<file path="src/pkg/usb_otg_event_map.svh">
// Register offsets, field positions, reset values and timing counts of the OTG event block.
// Assumes a byte-addressed register port with one aligned 32-bit word per register.
`ifndef USB_OTG_EVENT_MAP_SVH
`define USB_OTG_EVENT_MAP_SVH

// Byte offsets of the three registers.
`define OTG_FLAGS_OFFSET    8'h00
`define OTG_ENABLES_OFFSET  8'h04
`define OTG_STATUS_OFFSET   8'h08

// Field positions shared by the flag and enable registers.
`define OTG_BIT_ID          7
`define OTG_BIT_TIMER       6
`define OTG_BIT_LINE        5
`define OTG_BIT_ACTIVITY    4
`define OTG_BIT_SESS_VALID  3
`define OTG_BIT_SESS_END    2
`define OTG_BIT_VBUS_VALID  0

// Mask of implemented bits in the flag and enable registers.
`define OTG_EVENT_MASK      8'hFD
// Mask of implemented bits in the status register.
`define OTG_STATUS_MASK     8'hAD

// Reset values.
`define OTG_FLAGS_RESET     8'h00
`define OTG_ENABLES_RESET   8'h00
`define OTG_LINE_RESET      2'h0

// Timing: the millisecond period in microseconds and the clock rate in MHz.
`define OTG_MS_TIME_US      1000
`define OTG_CLK_MHZ         40
`define OTG_MS_CYCLES       (`OTG_MS_TIME_US * `OTG_CLK_MHZ)

`endif

</file>
<file path="src/pkg/usb_otg_event_pkg.sv">
// Types shared by the OTG event block and its helper modules.
// Assumes the constants header is included where offsets or counts are needed.
package usb_otg_event_pkg;

    // One byte of implemented event, enable or status bits.
    typedef logic [7:0] otg_bits_t;

    // Sampled USB line state: single-ended zero and J state.
    typedef struct packed {
        logic se0;
        logic j_state;
    } line_state_t;

endpackage

</file>
<file path="src/pkg/otg_evt_if.sv">
// Interface carrying the millisecond tick and the line-state monitor signals.
// Assumes all members are synchronous to the single system clock.
`timescale 1ns/10ps
interface otg_evt_if;
    import usb_otg_event_pkg::*;

    // One-cycle pulse each time the millisecond timer expires.
    logic        ms_tick;
    // Line state presented to the monitor.
    line_state_t line_now;
    // Line state has been unchanged for a whole millisecond.
    logic        line_stable;
    // One-cycle pulse: a new stable value differs from the last reported one.
    logic        line_changed;

    modport timer   (output ms_tick);
    modport monitor (input line_now, output line_stable, output line_changed);
    modport core    (input ms_tick, output line_now, input line_stable, input line_changed);
endinterface

</file>
<file path="src/hdl/ms_tick_gen.sv">
// Free-running divider that issues a one-cycle tick every millisecond.
// Assumes a single system clock with a synchronous active-high reset.
`timescale 1ns/10ps
module ms_tick_gen
#(
    parameter int MS_CYCLES = 40000
)
(
    // Clock and reset.
    input  wire logic sys_clk_i,
    input  wire logic sys_rst_i,
    // Tick output.
    otg_evt_if.timer  evt
);
    localparam int CNT_W = $clog2(MS_CYCLES);
    localparam logic [CNT_W-1:0] LAST = CNT_W'(MS_CYCLES - 1);

    logic [CNT_W-1:0] count_reg;

    // Counts cycles and wraps once per millisecond.
    always_ff @(posedge sys_clk_i) begin
        if (sys_rst_i) begin
            count_reg <= '0;
        end else if (count_reg == LAST) begin
            count_reg <= '0;
        end else begin
            count_reg <= count_reg + 1'b1;
        end
    end

    // Raises the tick in the same cycle that the count wraps to zero.
    always_ff @(posedge sys_clk_i) begin
        if (sys_rst_i) begin
            evt.ms_tick <= 1'b0;
        end else begin
            evt.ms_tick <= (count_reg == LAST);
        end
    end
endmodule

</file>
<file path="src/hdl/line_stable_mon.sv">
// Watches the line state and reports when it has held still for one millisecond.
// Assumes the line state input is already sampled on the system clock.
`timescale 1ns/10ps
`include "usb_otg_event_map.svh"
module line_stable_mon
    import usb_otg_event_pkg::*;
#(
    parameter int MS_CYCLES = 40000
)
(
    // Clock and reset.
    input  wire logic  sys_clk_i,
    input  wire logic  sys_rst_i,
    // Line state in, stability out.
    otg_evt_if.monitor evt
);
    localparam int CNT_W = $clog2(MS_CYCLES + 1);
    localparam logic [CNT_W-1:0] FULL = CNT_W'(MS_CYCLES);

    line_state_t      last_reg;
    line_state_t      reported_reg;
    logic [CNT_W-1:0] hold_reg;

    // Remembers the previous line state to spot any change.
    always_ff @(posedge sys_clk_i) begin
        if (sys_rst_i) begin
            last_reg <= `OTG_LINE_RESET;
        end else begin
            last_reg <= evt.line_now;
        end
    end

    // Counts unchanged cycles and saturates at one millisecond.
    always_ff @(posedge sys_clk_i) begin
        if (sys_rst_i) begin
            hold_reg <= '0;
        end else if (evt.line_now != last_reg) begin
            hold_reg <= '0;
        end else if (hold_reg != FULL) begin
            hold_reg <= hold_reg + 1'b1;
        end
    end

    // Stable indication while the count is saturated and the line still matches.
    always_ff @(posedge sys_clk_i) begin
        if (sys_rst_i) begin
            evt.line_stable <= 1'b0;
        end else begin
            evt.line_stable <= (hold_reg == FULL) && (evt.line_now == last_reg);
        end
    end

    // Pulses once when a fresh stable value differs from the last reported one.
    always_ff @(posedge sys_clk_i) begin
        if (sys_rst_i) begin
            reported_reg     <= `OTG_LINE_RESET;
            evt.line_changed <= 1'b0;
        end else if ((hold_reg == FULL - 1'b1) && (evt.line_now == last_reg)) begin
            reported_reg     <= last_reg;
            evt.line_changed <= (last_reg != reported_reg);
        end else begin
            evt.line_changed <= 1'b0;
        end
    end
endmodule

</file>
<file path="src/hdl/usb_otg_event_status.sv">
// OTG event, enable and status registers with their event detectors.
// Assumes all pin and comparator inputs are synchronous to sys_clk_i and that
// the register port follows single-cycle strobes with read data one cycle later.
`timescale 1ns/10ps
`include "usb_otg_event_map.svh"
module usb_otg_event_status
    import usb_otg_event_pkg::*;
#(
    parameter int MS_CYCLES = `OTG_MS_CYCLES
)
(
    // Clock and reset.
    input  wire logic        sys_clk_i,
    input  wire logic        sys_rst_i,
    // Register port.
    input  wire logic [7:0]  reg_addr_i,
    input  wire logic [31:0] reg_wdata_i,
    input  wire logic        reg_wr_i,
    input  wire logic        reg_rd_i,
    output logic      [31:0] reg_rdata_o,
    // Cable pins and comparators.
    input  wire logic        dp_i,
    input  wire logic        dm_i,
    input  wire logic        id_pin_i,
    input  wire logic        sess_valid_i,
    input  wire logic        sess_end_i,
    // Line state from the transceiver.
    input  wire logic        se0_i,
    input  wire logic        line_j_state_i,
    // Device is asleep or suspended, so bus activity wakes it.
    input  wire logic        suspended_i,
    // Interrupt request.
    output logic             irq_o
);
    // Shared tick and line-state signals between the helper modules.
    otg_evt_if evt ();

    // Sampled inputs, one cycle behind the pins.
    logic       dp_reg;
    logic       dm_reg;
    logic       id_reg;
    logic       sess_valid_reg;
    logic       sess_end_reg;

    // Register contents.
    otg_bits_t  flags_reg;
    otg_bits_t  flags_next;
    otg_bits_t  enables_reg;
    otg_bits_t  status_reg;
    otg_bits_t  event_set;
    otg_bits_t  clear_mask;

    // Edge indications from the sampled inputs.
    logic       id_edge;
    logic       sess_valid_edge;
    logic       sess_end_edge;
    logic       sess_end_rise;
    logic       pin_activity;

    // Decodes one register offset against the port address.
    function automatic logic hit(input logic [7:0] addr, input logic [7:0] offset);
        hit = (addr == offset);
    endfunction

    // Millisecond timer.
    ms_tick_gen #(
        .MS_CYCLES (MS_CYCLES)
    ) u_ms_tick (
        .sys_clk_i (sys_clk_i),
        .sys_rst_i (sys_rst_i),
        .evt       (evt)
    );

    // Line stability monitor.
    line_stable_mon #(
        .MS_CYCLES (MS_CYCLES)
    ) u_line_mon (
        .sys_clk_i (sys_clk_i),
        .sys_rst_i (sys_rst_i),
        .evt       (evt)
    );

    // Presents the current line state to the monitor.
    always_comb begin
        evt.line_now.se0     = se0_i;
        evt.line_now.j_state = line_j_state_i;
    end

    // Samples the cable pins and comparators for edge detection.
    always_ff @(posedge sys_clk_i) begin
        if (sys_rst_i) begin
            dp_reg         <= 1'b0;
            dm_reg         <= 1'b0;
            id_reg         <= 1'b1;
            sess_valid_reg <= 1'b0;
            sess_end_reg   <= 1'b0;
        end else begin
            dp_reg         <= dp_i;
            dm_reg         <= dm_i;
            id_reg         <= id_pin_i;
            sess_valid_reg <= sess_valid_i;
            sess_end_reg   <= sess_end_i;
        end
    end

    // Edge detectors on the sampled inputs.
    always_comb begin
        id_edge         = (id_pin_i != id_reg);
        sess_valid_edge = (sess_valid_i != sess_valid_reg);
        sess_end_edge   = (sess_end_i != sess_end_reg);
        sess_end_rise   = sess_end_i & ~sess_end_reg;
        pin_activity    = suspended_i & ((dp_i != dp_reg) | (dm_i != dm_reg) |
                                         id_edge | sess_valid_edge);
    end

    // Gathers this cycle's hardware events into bit positions.
    always_comb begin
        event_set                      = '0;
        event_set[`OTG_BIT_ID]         = id_edge;
        event_set[`OTG_BIT_TIMER]      = evt.ms_tick;
        event_set[`OTG_BIT_LINE]       = evt.line_changed;
        event_set[`OTG_BIT_ACTIVITY]   = pin_activity;
        event_set[`OTG_BIT_SESS_VALID] = sess_end_rise;
        event_set[`OTG_BIT_SESS_END]   = sess_end_edge;
        event_set[`OTG_BIT_VBUS_VALID] = sess_valid_edge;
    end

    // Write-one-to-clear mask for the flag register.
    always_comb begin
        clear_mask = '0;
        if (reg_wr_i && hit(reg_addr_i, `OTG_FLAGS_OFFSET)) begin
            clear_mask = reg_wdata_i[7:0] & `OTG_EVENT_MASK;
        end
    end

    // Next flag value per bit: a set outranks a clear in the same cycle.
    genvar gi;
    generate
        for (gi = 0; gi < 8; gi++) begin : g_flag
            always_comb begin
                if (event_set[gi]) begin
                    flags_next[gi] = 1'b1;
                end else if (clear_mask[gi]) begin
                    flags_next[gi] = 1'b0;
                end else begin
                    flags_next[gi] = flags_reg[gi];
                end
            end
        end
    endgenerate

    // Holds the sticky event flags; unimplemented bits stay zero.
    always_ff @(posedge sys_clk_i) begin
        if (sys_rst_i) begin
            flags_reg <= `OTG_FLAGS_RESET;
        end else begin
            flags_reg <= flags_next & `OTG_EVENT_MASK;
        end
    end

    // Holds the interrupt enable bits written by software.
    always_ff @(posedge sys_clk_i) begin
        if (sys_rst_i) begin
            enables_reg <= `OTG_ENABLES_RESET;
        end else if (reg_wr_i && hit(reg_addr_i, `OTG_ENABLES_OFFSET)) begin
            enables_reg <= reg_wdata_i[7:0] & `OTG_EVENT_MASK;
        end
    end

    // Live status bits; the identification pin high means a B device.
    always_ff @(posedge sys_clk_i) begin
        if (sys_rst_i) begin
            status_reg <= '0;
        end else begin
            status_reg                      <= '0;
            status_reg[`OTG_BIT_ID]         <= id_pin_i;
            status_reg[`OTG_BIT_LINE]       <= evt.line_stable;
            status_reg[`OTG_BIT_SESS_VALID] <= sess_valid_i;
            status_reg[`OTG_BIT_SESS_END]   <= id_pin_i & ~sess_valid_i;
            status_reg[`OTG_BIT_VBUS_VALID] <= ~id_pin_i & sess_valid_i;
        end
    end

    // Read data register: valid only in the cycle after the read strobe.
    always_ff @(posedge sys_clk_i) begin
        if (sys_rst_i) begin
            reg_rdata_o <= '0;
        end else if (!reg_rd_i) begin
            reg_rdata_o <= '0;
        end else if (hit(reg_addr_i, `OTG_FLAGS_OFFSET)) begin
            reg_rdata_o <= {24'h000000, flags_reg};
        end else if (hit(reg_addr_i, `OTG_ENABLES_OFFSET)) begin
            reg_rdata_o <= {24'h000000, enables_reg};
        end else if (hit(reg_addr_i, `OTG_STATUS_OFFSET)) begin
            reg_rdata_o <= {24'h000000, status_reg & `OTG_STATUS_MASK};
        end else begin
            reg_rdata_o <= '0;
        end
    end

    // Interrupt request from any flag whose enable is set.
    always_ff @(posedge sys_clk_i) begin
        if (sys_rst_i) begin
            irq_o <= 1'b0;
        end else begin
            irq_o <= |(flags_reg & enables_reg);
        end
    end
endmodule

</file>
<file path="config.mk">
export PLATFORM = sky130hd
export DESIGN_NAME = usb_otg_event_status
export DESIGN_NICKNAME = d
export VERILOG_FILES = /design/src/pkg/usb_otg_event_pkg.sv /design/src/pkg/otg_evt_if.sv /design/src/hdl/ms_tick_gen.sv /design/src/hdl/line_stable_mon.sv /design/src/hdl/usb_otg_event_status.sv
export VERILOG_INCLUDE_DIRS = /design/src /design/src/pkg
export SDC_FILE = /design/constraint.sdc
export NUM_CORES = 1
export LEC_CHECK = 0
export BUFFER_PORTS_ARGS = -buffer_cell sky130_fd_sc_hd__clkbuf_2
export CAP_MARGIN = 15
export CELL_PAD_IN_SITES_DETAIL_PLACEMENT = 0
export CELL_PAD_IN_SITES_GLOBAL_PLACEMENT = 2
export CORE_UTILIZATION = 33
export CTS_CLUSTER_SIZE = 20
export DETAILED_ROUTE_END_ITERATION = 16
export GPL_ROUTABILITY_DRIVEN = 0
export PLACE_DENSITY = 0.91
export SLEW_MARGIN = 20
export SYNTH_ARGS = -nofsm -noshare
export SYNTH_HDL_FRONTEND = slang
export SYNTH_SLANG_ARGS = --single-unit
</file>
<file path="constraint.sdc">
create_clock -name sys_clk_i -period 6.3 [get_ports sys_clk_i]
set_input_delay 1.89 -clock sys_clk_i [delete_from_list [all_inputs] [get_ports sys_clk_i]]
set_output_delay 1.89 -clock sys_clk_i [all_outputs]
set_load 0.05 [all_outputs]
</file>
== After elaboration in Yosys (flattened, before gate mapping) ==
Index checks and enable logic that the tools add are counted.
Word-level totals
  bits in registers: 97
  input bits: 52
  word-level logic and storage cells: 92
Operators by class
  muxes and demuxes: 18
  reduce and logical (&&, ||, !) cells: 18
  add/sub/neg operators: 2
  equal/unequal tests: 14
  bitwise logic cells: 13
Operators with widths (count)
  16-bit equality test, second input constant: 3
  16-bit by 1-bit adder with 16-bit output, second input constant: 2
  8-bit 2-to-1 mux: 4
  16-bit inequality test, second input constant: 1
  1-bit 2-to-1 mux: 14
  2-bit nonzero test: 7
  8-bit bitwise AND: 1
  8-bit by 3-bit equality test with 1-bit output, second input constant: 1
  8-bit by 4-bit equality test with 1-bit output, second input constant: 1
  8-bit logical NOT: 1
  2-bit OR reduction: 4
  8-bit OR reduction: 1
  1-bit inequality test: 5
  1-bit inverter: 5
  1-bit bitwise AND: 4
  1-bit logical AND: 4
  2-bit inequality test: 2
  4-bit OR reduction: 1
  1-bit bitwise OR: 3
  2-bit equality test: 1

== Logic depth before layout (Yosys ltp) ==
Gate-level depths: netlist of run 1.
  depth in word-level cells: 6
  mapped depth: 6
  depth with buffers taken out: 5

== Cells and area by module ==
From an unflattened synthesis of run 1, not the netlist that was laid out.
Unflattened totals
  cells, all modules: 354
  area, all modules: 3321.9 µm²
Modules (own cells, without submodules)
  usb_otg_event_status: sequential area each 620.6 µm², cells each 162, area an instance 1544.0 µm², instances 1
  line_stable_mon: sequential area each 440.4 µm², cells each 113, area an instance 1029.7 µm², instances 1
  ms_tick_gen: sequential area each 340.3 µm², cells each 79, area an instance 748.2 µm², instances 1

== Worst setup path after synthesis of run 1 ==
OpenSTA, ideal clock, no wires.
  path type: input -> register
  start point: input port reg_addr_i[5]
  end point: register reg_rdata_o[0]
  arrival time: 3.304 ns
  required time: 6.197 ns
  setup slack: 2.893 ns
  library setup time: 0.103 ns
  stages: 4
  cell sequence: or4_4 or4_4 buf_6 a2111oi_2
On the way
  longest elaborated chain between the ends: 4
Ends and longest elaborated chain
  start, declared: line usb_otg_event_status.sv:16  | input wire logic [7:0] reg_addr_i,
  8-bit by 4-bit equality test with 1-bit output: line usb_otg_event_status.sv:62  | hit = (addr == offset);
  8-bit 2-to-1 mux: line usb_otg_event_status.sv:194  | end else if (hit(reg_addr_i, `OTG_STATUS_OFFSET)) begin
  8-bit 2-to-1 mux: line usb_otg_event_status.sv:192  | end else if (hit(reg_addr_i, `OTG_ENABLES_OFFSET)) begin
  8-bit 2-to-1 mux (*): line usb_otg_event_status.sv:190  | end else if (hit(reg_addr_i, `OTG_FLAGS_OFFSET)) begin
  end signal, assigned: line usb_otg_event_status.sv:191  | reg_rdata_o <= {24'h000000, flags_reg};
  end signal, assigned: line usb_otg_event_status.sv:193  | reg_rdata_o <= {24'h000000, enables_reg};
  end signal, assigned: line usb_otg_event_status.sv:195  | reg_rdata_o <= {24'h000000, status_reg & `OTG_STATUS_MASK};
  end, declared: line usb_otg_event_status.sv:20  | output logic [31:0] reg_rdata_o,
Every way passes the cells marked *; elsewhere a longest branch is shown, timed or not.
A chain may end at the register's enable or synchronous reset.

== Final worst setup path of run 1 ==
  start point: input port reg_addr_i[3]
  end point: register reg_rdata_o[0]
Same word-level chain as after synthesis.

==> flow_metrics.env, run 1 <==
export IMPL_critical_path_buf_inv_count=1
export IMPL_cp_max_fo=9
export IMPL_critPathTopFamily="simple AND/OR/NAND/NOR gates"
export IMPL_drive_gt1_share_pct=15.5
export IMPL_grt_pass1_vias=2133
export IMPL_io_buffers=34
export IMPL_mostFrequentLayoutCells="dfxtp_1 (70), nor2_1 (45), clkbuf_2 (34)"
export IMPL_postSynthCellCount=350
export IMPL_cts_resized=0
export IMPL_synth_cell_types=41
export IMPL_rows=35
export IMPL_first_pass_iters=4
export IMPL_crit_start="reg_addr_i[3]"
export IMPL_drc=0
export IMPL_critPathMaxStageDelay_ns=0.90
export IMPL_areaGrowthSynthToFinish_pct=11.8
export IMPL_status="complete, no violations"
export IMPL_synth_warnings=0
export IMPL_dieWidth_um=100
export IMPL_synth_seq_cells=70
export IMPL_viasPerCell=4.73
export IMPL_async_flop_share_pct=0
export IMPL_wl_um=6040
export IMPL_fin_crit_sh_pct=54.0
export IMPL_clockBufferDepth=2
export IMPL_grt_pass1_wl_um=9720
export IMPL_fmaxAchievable_ghz=0.294
export IMPL_power_density_nw_per_um2=248
export IMPL_post_cts_buffers=0
export IMPL_reg2reg_to="u_ms_tick.count_reg[7]"
export IMPL_avgSynthCellArea_um2=9.12
export IMPL_slew_violations=0
export IMPL_cts_sinks=70
export IMPL_slew_headroom_pct=28.8
export IMPL_start_util_pct=34.4
export IMPL_cts_buffers=9
export IMPL_grt_usage_pct=12.4
export IMPL_detailed_place_hpwl_um=4330
export IMPL_rrSetupSlack_ns=4.43
export IMPL_post_place_ws_ns=2.55
export IMPL_clk_latency_ns=0.35
export IMPL_cp_slowest_cell="nor4_1"
export IMPL_htreeDepth=3
export IMPL_cp_depth=5
export IMPL_setup_viol_count_final=0
export IMPL_diodes=0
export IMPL_dr_first_iter_drc_count=120
export IMPL_fillers=980
export IMPL_final_common_cell="dfxtp_1"
export IMPL_antenna_found_initial=0
export IMPL_synth_ff_type="dfxtp_1"
export IMPL_routedWlPerCell_um=11.7
export IMPL_cts_hold_buf=0
export IMPL_peakVddDrop_mv=0.0826
export IMPL_end_kind="register"
export IMPL_maxCapViolCount=0
export IMPL_post_route_util_pct=38.4
export IMPL_crit_path_end="reg_rdata_o[0]"
export IMPL_worst_r2r_cell_count=5
export IMPL_clk_pin_slew_ns=0.07
export IMPL_synth_edff_count=0
export IMPL_criticalPathCategory="in -> reg"
export IMPL_cts_tree="done"
export IMPL_hold_viol_final=0
export IMPL_via_count=2446
export IMPL_syn_area_um2=3190
export IMPL_start_kind="input port"
export IMPL_grt_max_degree=33
export IMPL_final_min_clock_period_ns=3.40
export IMPL_critPathArrivalTime_ns=3.61
export IMPL_yosysSeqAreaShare_pct=43.9
export IMPL_setup_slack_ns=2.90
export IMPL_setup_tns_ns=0
export IMPL_power_mw=0.884
export IMPL_die_area_um2=10100
export IMPL_crit_chain="clkbuf_2, nor4_1, nand2_1, nor2_1, a2111oi_2"
export IMPL_rsz0062_at_grt="false"
export IMPL_coreArea_um2=9280
export IMPL_nNetsFinal=439
export IMPL_hold_path_class="reg -> reg"
export IMPL_ant_nets=0
export IMPL_power_leakage_nw=1.32
export IMPL_timing_rr_start="u_ms_tick.count_reg[0]"
export IMPL_die_y_um=100
export IMPL_overflow=0
export IMPL_worst_clock_skew_ns=0.0107
export IMPL_cts_root_buf="clkbuf_8"
export IMPL_ioPinCount=85
export IMPL_cp_data_required_time_ns=6.51
export IMPL_tightest_slew_ns=1.06
## worst min-delay path by stage
stage	startpoint	to	depth (start not counted)
after global routing	u_line_mon.evt.line_stable	status_reg[5]	1
after CTS	u_line_mon.evt.line_stable	status_reg[5]	1
after detailed placement	u_line_mon.evt.line_stable	status_reg[5]	1
after floorplan	u_line_mon.evt.line_changed	flags_reg[5]	2
after global placement	u_line_mon.evt.line_stable	status_reg[5]	1
final	u_line_mon.evt.line_stable	status_reg[5]	1
## area by class of cell
cell class / count / area (um2) / area share [%]
clock inverters: 6 / 62.6 / 1.75
flip-flops and latches: 70 / 1400 / 39.3
multi-input cells: 257 / 1600 / 44.8
clock buffers: 10 / 128 / 3.58
repair buffers: 35 / 178 / 4.98
well taps: 129 / 161 / 4.52
inverters: 10 / 37.5 / 1.05
## where the power goes
group	internal [mW]	leakage (nW)	switching, mW
Combinational	0.0180	0.650	0.0583
Clock	0.182	0.100	0.169
Sequential	0.451	0.569	0.00637
## cell usage after synthesis, drive strengths merged (3+ instances only)
library cell   n  area (um2)
nor4           7        58.8
a21oi         14        70.1
nor2          45         169
clkbuf         8        30.0
nand3         13        65.1
nand2         12        45.0
o21ai          9        45.0
dfxtp         70        1400
nor2b         12        75.1
o31ai          3        22.5
buf           29         211
xor2          17         149
xnor2         13         114
nand4         17         106
or3            5        31.3
inv           10        37.5
nor3           8        40.0
nand2b         6        37.5
ha             4        50.1
a2111oi        6        83.8
mux2i          9        90.1
and4           6        52.6
or4            6        52.6
and2           5        31.3
## kinds of logic (layout without fill, tap and decap cells)
group	after synthesis	in the layout	share of synthesized area, %
AOI/OAI and AO/OA	40	40	8.98
xor gates and xnor gates	30	30	8.24
adders and majority gates	4	4	1.57
buffers and inverters	47	61	8.75
DFF	70	70	43.9
muxes	9	9	2.82
other	1	25	0.118
and+or+nand+nor	149	149	25.6
## per-layer routing
layer  wire length (um)  vias to the layer above  share of wire, %  GRT usage, %
met3                228                       11               3.8          2.65
li1                   -                     1247                 -             -
met1               2900                     1130                48          14.5
met2               2770                       58                46          20.7
met4                138                        0               2.3          8.03
met5                  0                        -                 0             0
## worst register-to-register path, cell delays in order, from the launching register on
cell and delay (ns):
dfxtp_1 0.38, ha_1 0.22, and4_1 0.29, and2_1 0.21
a41o_1 0.53, nor2_1 0.11
## metrics by stage
step	hold WS, ns	cells	area [um2]
after detailed placement	0.427	501	3380
after global routing	0.459	517	3570
after CTS	0.446	517	3570
after floorplan	0.413	374	3280
after global placement	0.416	501	3380
final	0.444	517	3570
Note: power is estimated with default switching activity, not from simulation.
==> inputs of run 2 (changes only) <==
--- a/config.mk
+++ b/config.mk
@@ -10,11 +10,11 @@
 export CAP_MARGIN = 15
 export CELL_PAD_IN_SITES_DETAIL_PLACEMENT = 0
 export CELL_PAD_IN_SITES_GLOBAL_PLACEMENT = 2
-export CORE_UTILIZATION = 33
+export CORE_UTILIZATION = 28
 export CTS_CLUSTER_SIZE = 20
 export DETAILED_ROUTE_END_ITERATION = 16
 export GPL_ROUTABILITY_DRIVEN = 0
-export PLACE_DENSITY = 0.91
+export PLACE_DENSITY = 0.82
 export SLEW_MARGIN = 20
 export SYNTH_ARGS = -nofsm -noshare
 export SYNTH_HDL_FRONTEND = slang
==> constraint.sdc (replaced) <==
create_clock -name sys_clk_i -period 2.8 [get_ports sys_clk_i]
set_input_delay 0.84 -clock sys_clk_i [delete_from_list [all_inputs] [get_ports sys_clk_i]]
set_output_delay 0.84 -clock sys_clk_i [all_outputs]
set_load 0.05 [all_outputs]
==> flow_metrics.env, run 2 (synthesized netlist as in run 1, its figures left out) <==
export IMPL_status="complete, no violations"
export IMPL_critPathTopFamily="simple AND/OR/NAND/NOR gates"
export IMPL_crit_top_cell="or4_4"
export IMPL_grt_max_degree=17
export IMPL_cts_root_buf="clkbuf_16"
export IMPL_clk_latency_ns=0.33
export IMPL_worst_clock_skew_ns=0.00549
export IMPL_cp_max_fo=7
export IMPL_areaGrowthSynthToFinish_pct=18.0
export IMPL_critPathArrivalTime_ns=2.38
export IMPL_critical_path_buf_inv_count=1
export IMPL_antenna_found_initial=0
export IMPL_diodes=0
export IMPL_seq_power_share_pct=41.4
export IMPL_overflow=0
export IMPL_critPathMaxStageDelay_ns=0.58
export IMPL_post_cts_buffers=0
export IMPL_cts_tree="done"
export IMPL_detailed_place_hpwl_um=4830
export IMPL_maxCapViolCount=0
export IMPL_die_area_um2=11800
export IMPL_slew_violations=0
export IMPL_end_kind="register"
export IMPL_crit_chain="clkbuf_2, or4_4, or4_4, a2111oi_2"
export IMPL_setup_tns_ns=0
export IMPL_drc=0
export IMPL_grt_pass1_wl_um=11300
export IMPL_rows=38
export IMPL_cts_sinks=70
export IMPL_fmaxAchievable_ghz=0.462
export IMPL_tightest_slew_ns=0.547
export IMPL_coreArea_um2=11000
export IMPL_viasPerCell=4.63
export IMPL_via_count=2464
export IMPL_mostFrequentLayoutCells="dfxtp_1 (70), nor2_1 (45), clkbuf_2 (34)"
export IMPL_cp_slowest_cell="or4_4"
export IMPL_final_min_clock_period_ns=2.16
export IMPL_ant_nets=0
export IMPL_cts_buffers=9
export IMPL_hold_viol_final=0
export IMPL_slew_headroom_pct=63.5
export IMPL_die_y_um=109
export IMPL_setup_viol_count_final=0
export IMPL_cts_resized=0
export IMPL_power_density_nw_per_um2=660
export IMPL_routedWlPerCell_um=12.5
export IMPL_cts_hold_buf=0
export IMPL_drive_gt1_share_pct=16.6
export IMPL_ioPinCount=85
export IMPL_grt_pass1_vias=2453
export IMPL_dpl_instance_area_um2=3430
export IMPL_grt_usage_pct=12.5
export IMPL_fillers=1126
export IMPL_io_buffers=34
export IMPL_rsz0062_at_grt="false"
export IMPL_start_kind="input port"
export IMPL_combPwrFrac_pct=7.1
export IMPL_multiInputGateArea_um2=1600
export IMPL_final_common_cell="dfxtp_1"
export IMPL_cp_data_required_time_ns=3.02
export IMPL_dr_first_iter_drc_count=129
export IMPL_internal_power_mw=1.92
export IMPL_netSwitchingFraction_pct=22.7
export IMPL_dieWidth_um=109
export IMPL_hold_path_class="reg -> reg"
export IMPL_htreeDepth=3
export IMPL_nNetsFinal=444
export IMPL_power_switching_mw=0.563
export IMPL_criticalPathCategory="in -> reg"
export IMPL_fin_area_um2=3770
export IMPL_clockPowerShare_pct=51.5
export IMPL_clockBufferDepth=2
export IMPL_clk_pin_slew_ns=0.06
export IMPL_power_leakage_nw=1.41
export IMPL_seq_area_um2=1400
export IMPL_power_mw=2.49
export IMPL_peakVddDrop_mv=0.404
export IMPL_start_util_pct=29.0
export IMPL_wl_um=6650
export IMPL_first_pass_iters=4
export IMPL_fin_crit_sh_pct=77.3
==> run 2: path summary, 6_finish.rpt <==
check / slack (ns) / cells after the start / endpoint / from
min: 0.45 / 2 / flags_reg[5] / u_line_mon.evt.line_changed
min reg2reg: 0.45 / 2 / flags_reg[5] / u_line_mon.evt.line_changed
max: 0.64 / 4 / reg_rdata_o[7] / reg_addr_i[5]
max reg2reg: 0.89 / 4 / u_line_mon.hold_reg[13] / u_line_mon.hold_reg[2]
==> run 2: power groups by stage <==
stage                     Clock, mW  Sequential (mW)  Combinational [mW]
after floorplan                   0             1.05               0.161
after global placement            0             1.05               0.175
after detailed placement          0             1.05               0.178
after CTS                      1.32             1.03               0.178
after global routing           1.36             1.03               0.192
final                          1.28             1.03               0.177
==> run 2: tightest hold or removal path, delay by kind of cell, from the launching register on <==
family,cells,cell delay (ns)
AND/OR/NAND/NOR,1,0.07
flip-flops,1,0.31
AO/OA/AOI/OAI,1,0.04
==> run 2: per-layer routing <==
layer / vias up / routed length, um / global-route usage (%)
li1: 1257 / - / -
met1: 1121 / 2960 / 14.3
met2: 70 / 3150 / 20.4
met3: 16 / 321 / 3.23
met4: 0 / 218 / 8.69
met5: - / 0 / 0
==> run 2: stage by stage <==
step                      setup slack [ns]  hold slack [ns]  cells  util (%)
final                                0.635            0.447    532      34.3
after global routing                 0.575            0.476    532      34.3
after CTS                            0.630            0.446    532      34.3
after detailed placement             0.284            0.430    517      31.2
after global placement               0.343            0.422    517      31.2
after floorplan                      0.443            0.413    374         -
==> run 2: cell type report <==
| class | instances | share of cell area [%] |
|---|---|---|
| tap | 140 | 4.65 |
| clock buffer | 9 | 5.98 |
| sequential | 70 | 37.2 |
| clock inverter | 6 | 2.96 |
| timing repair buffer | 40 | 5.71 |
| multi-input combinational | 257 | 42.5 |
| inverter | 10 | 0.997 |
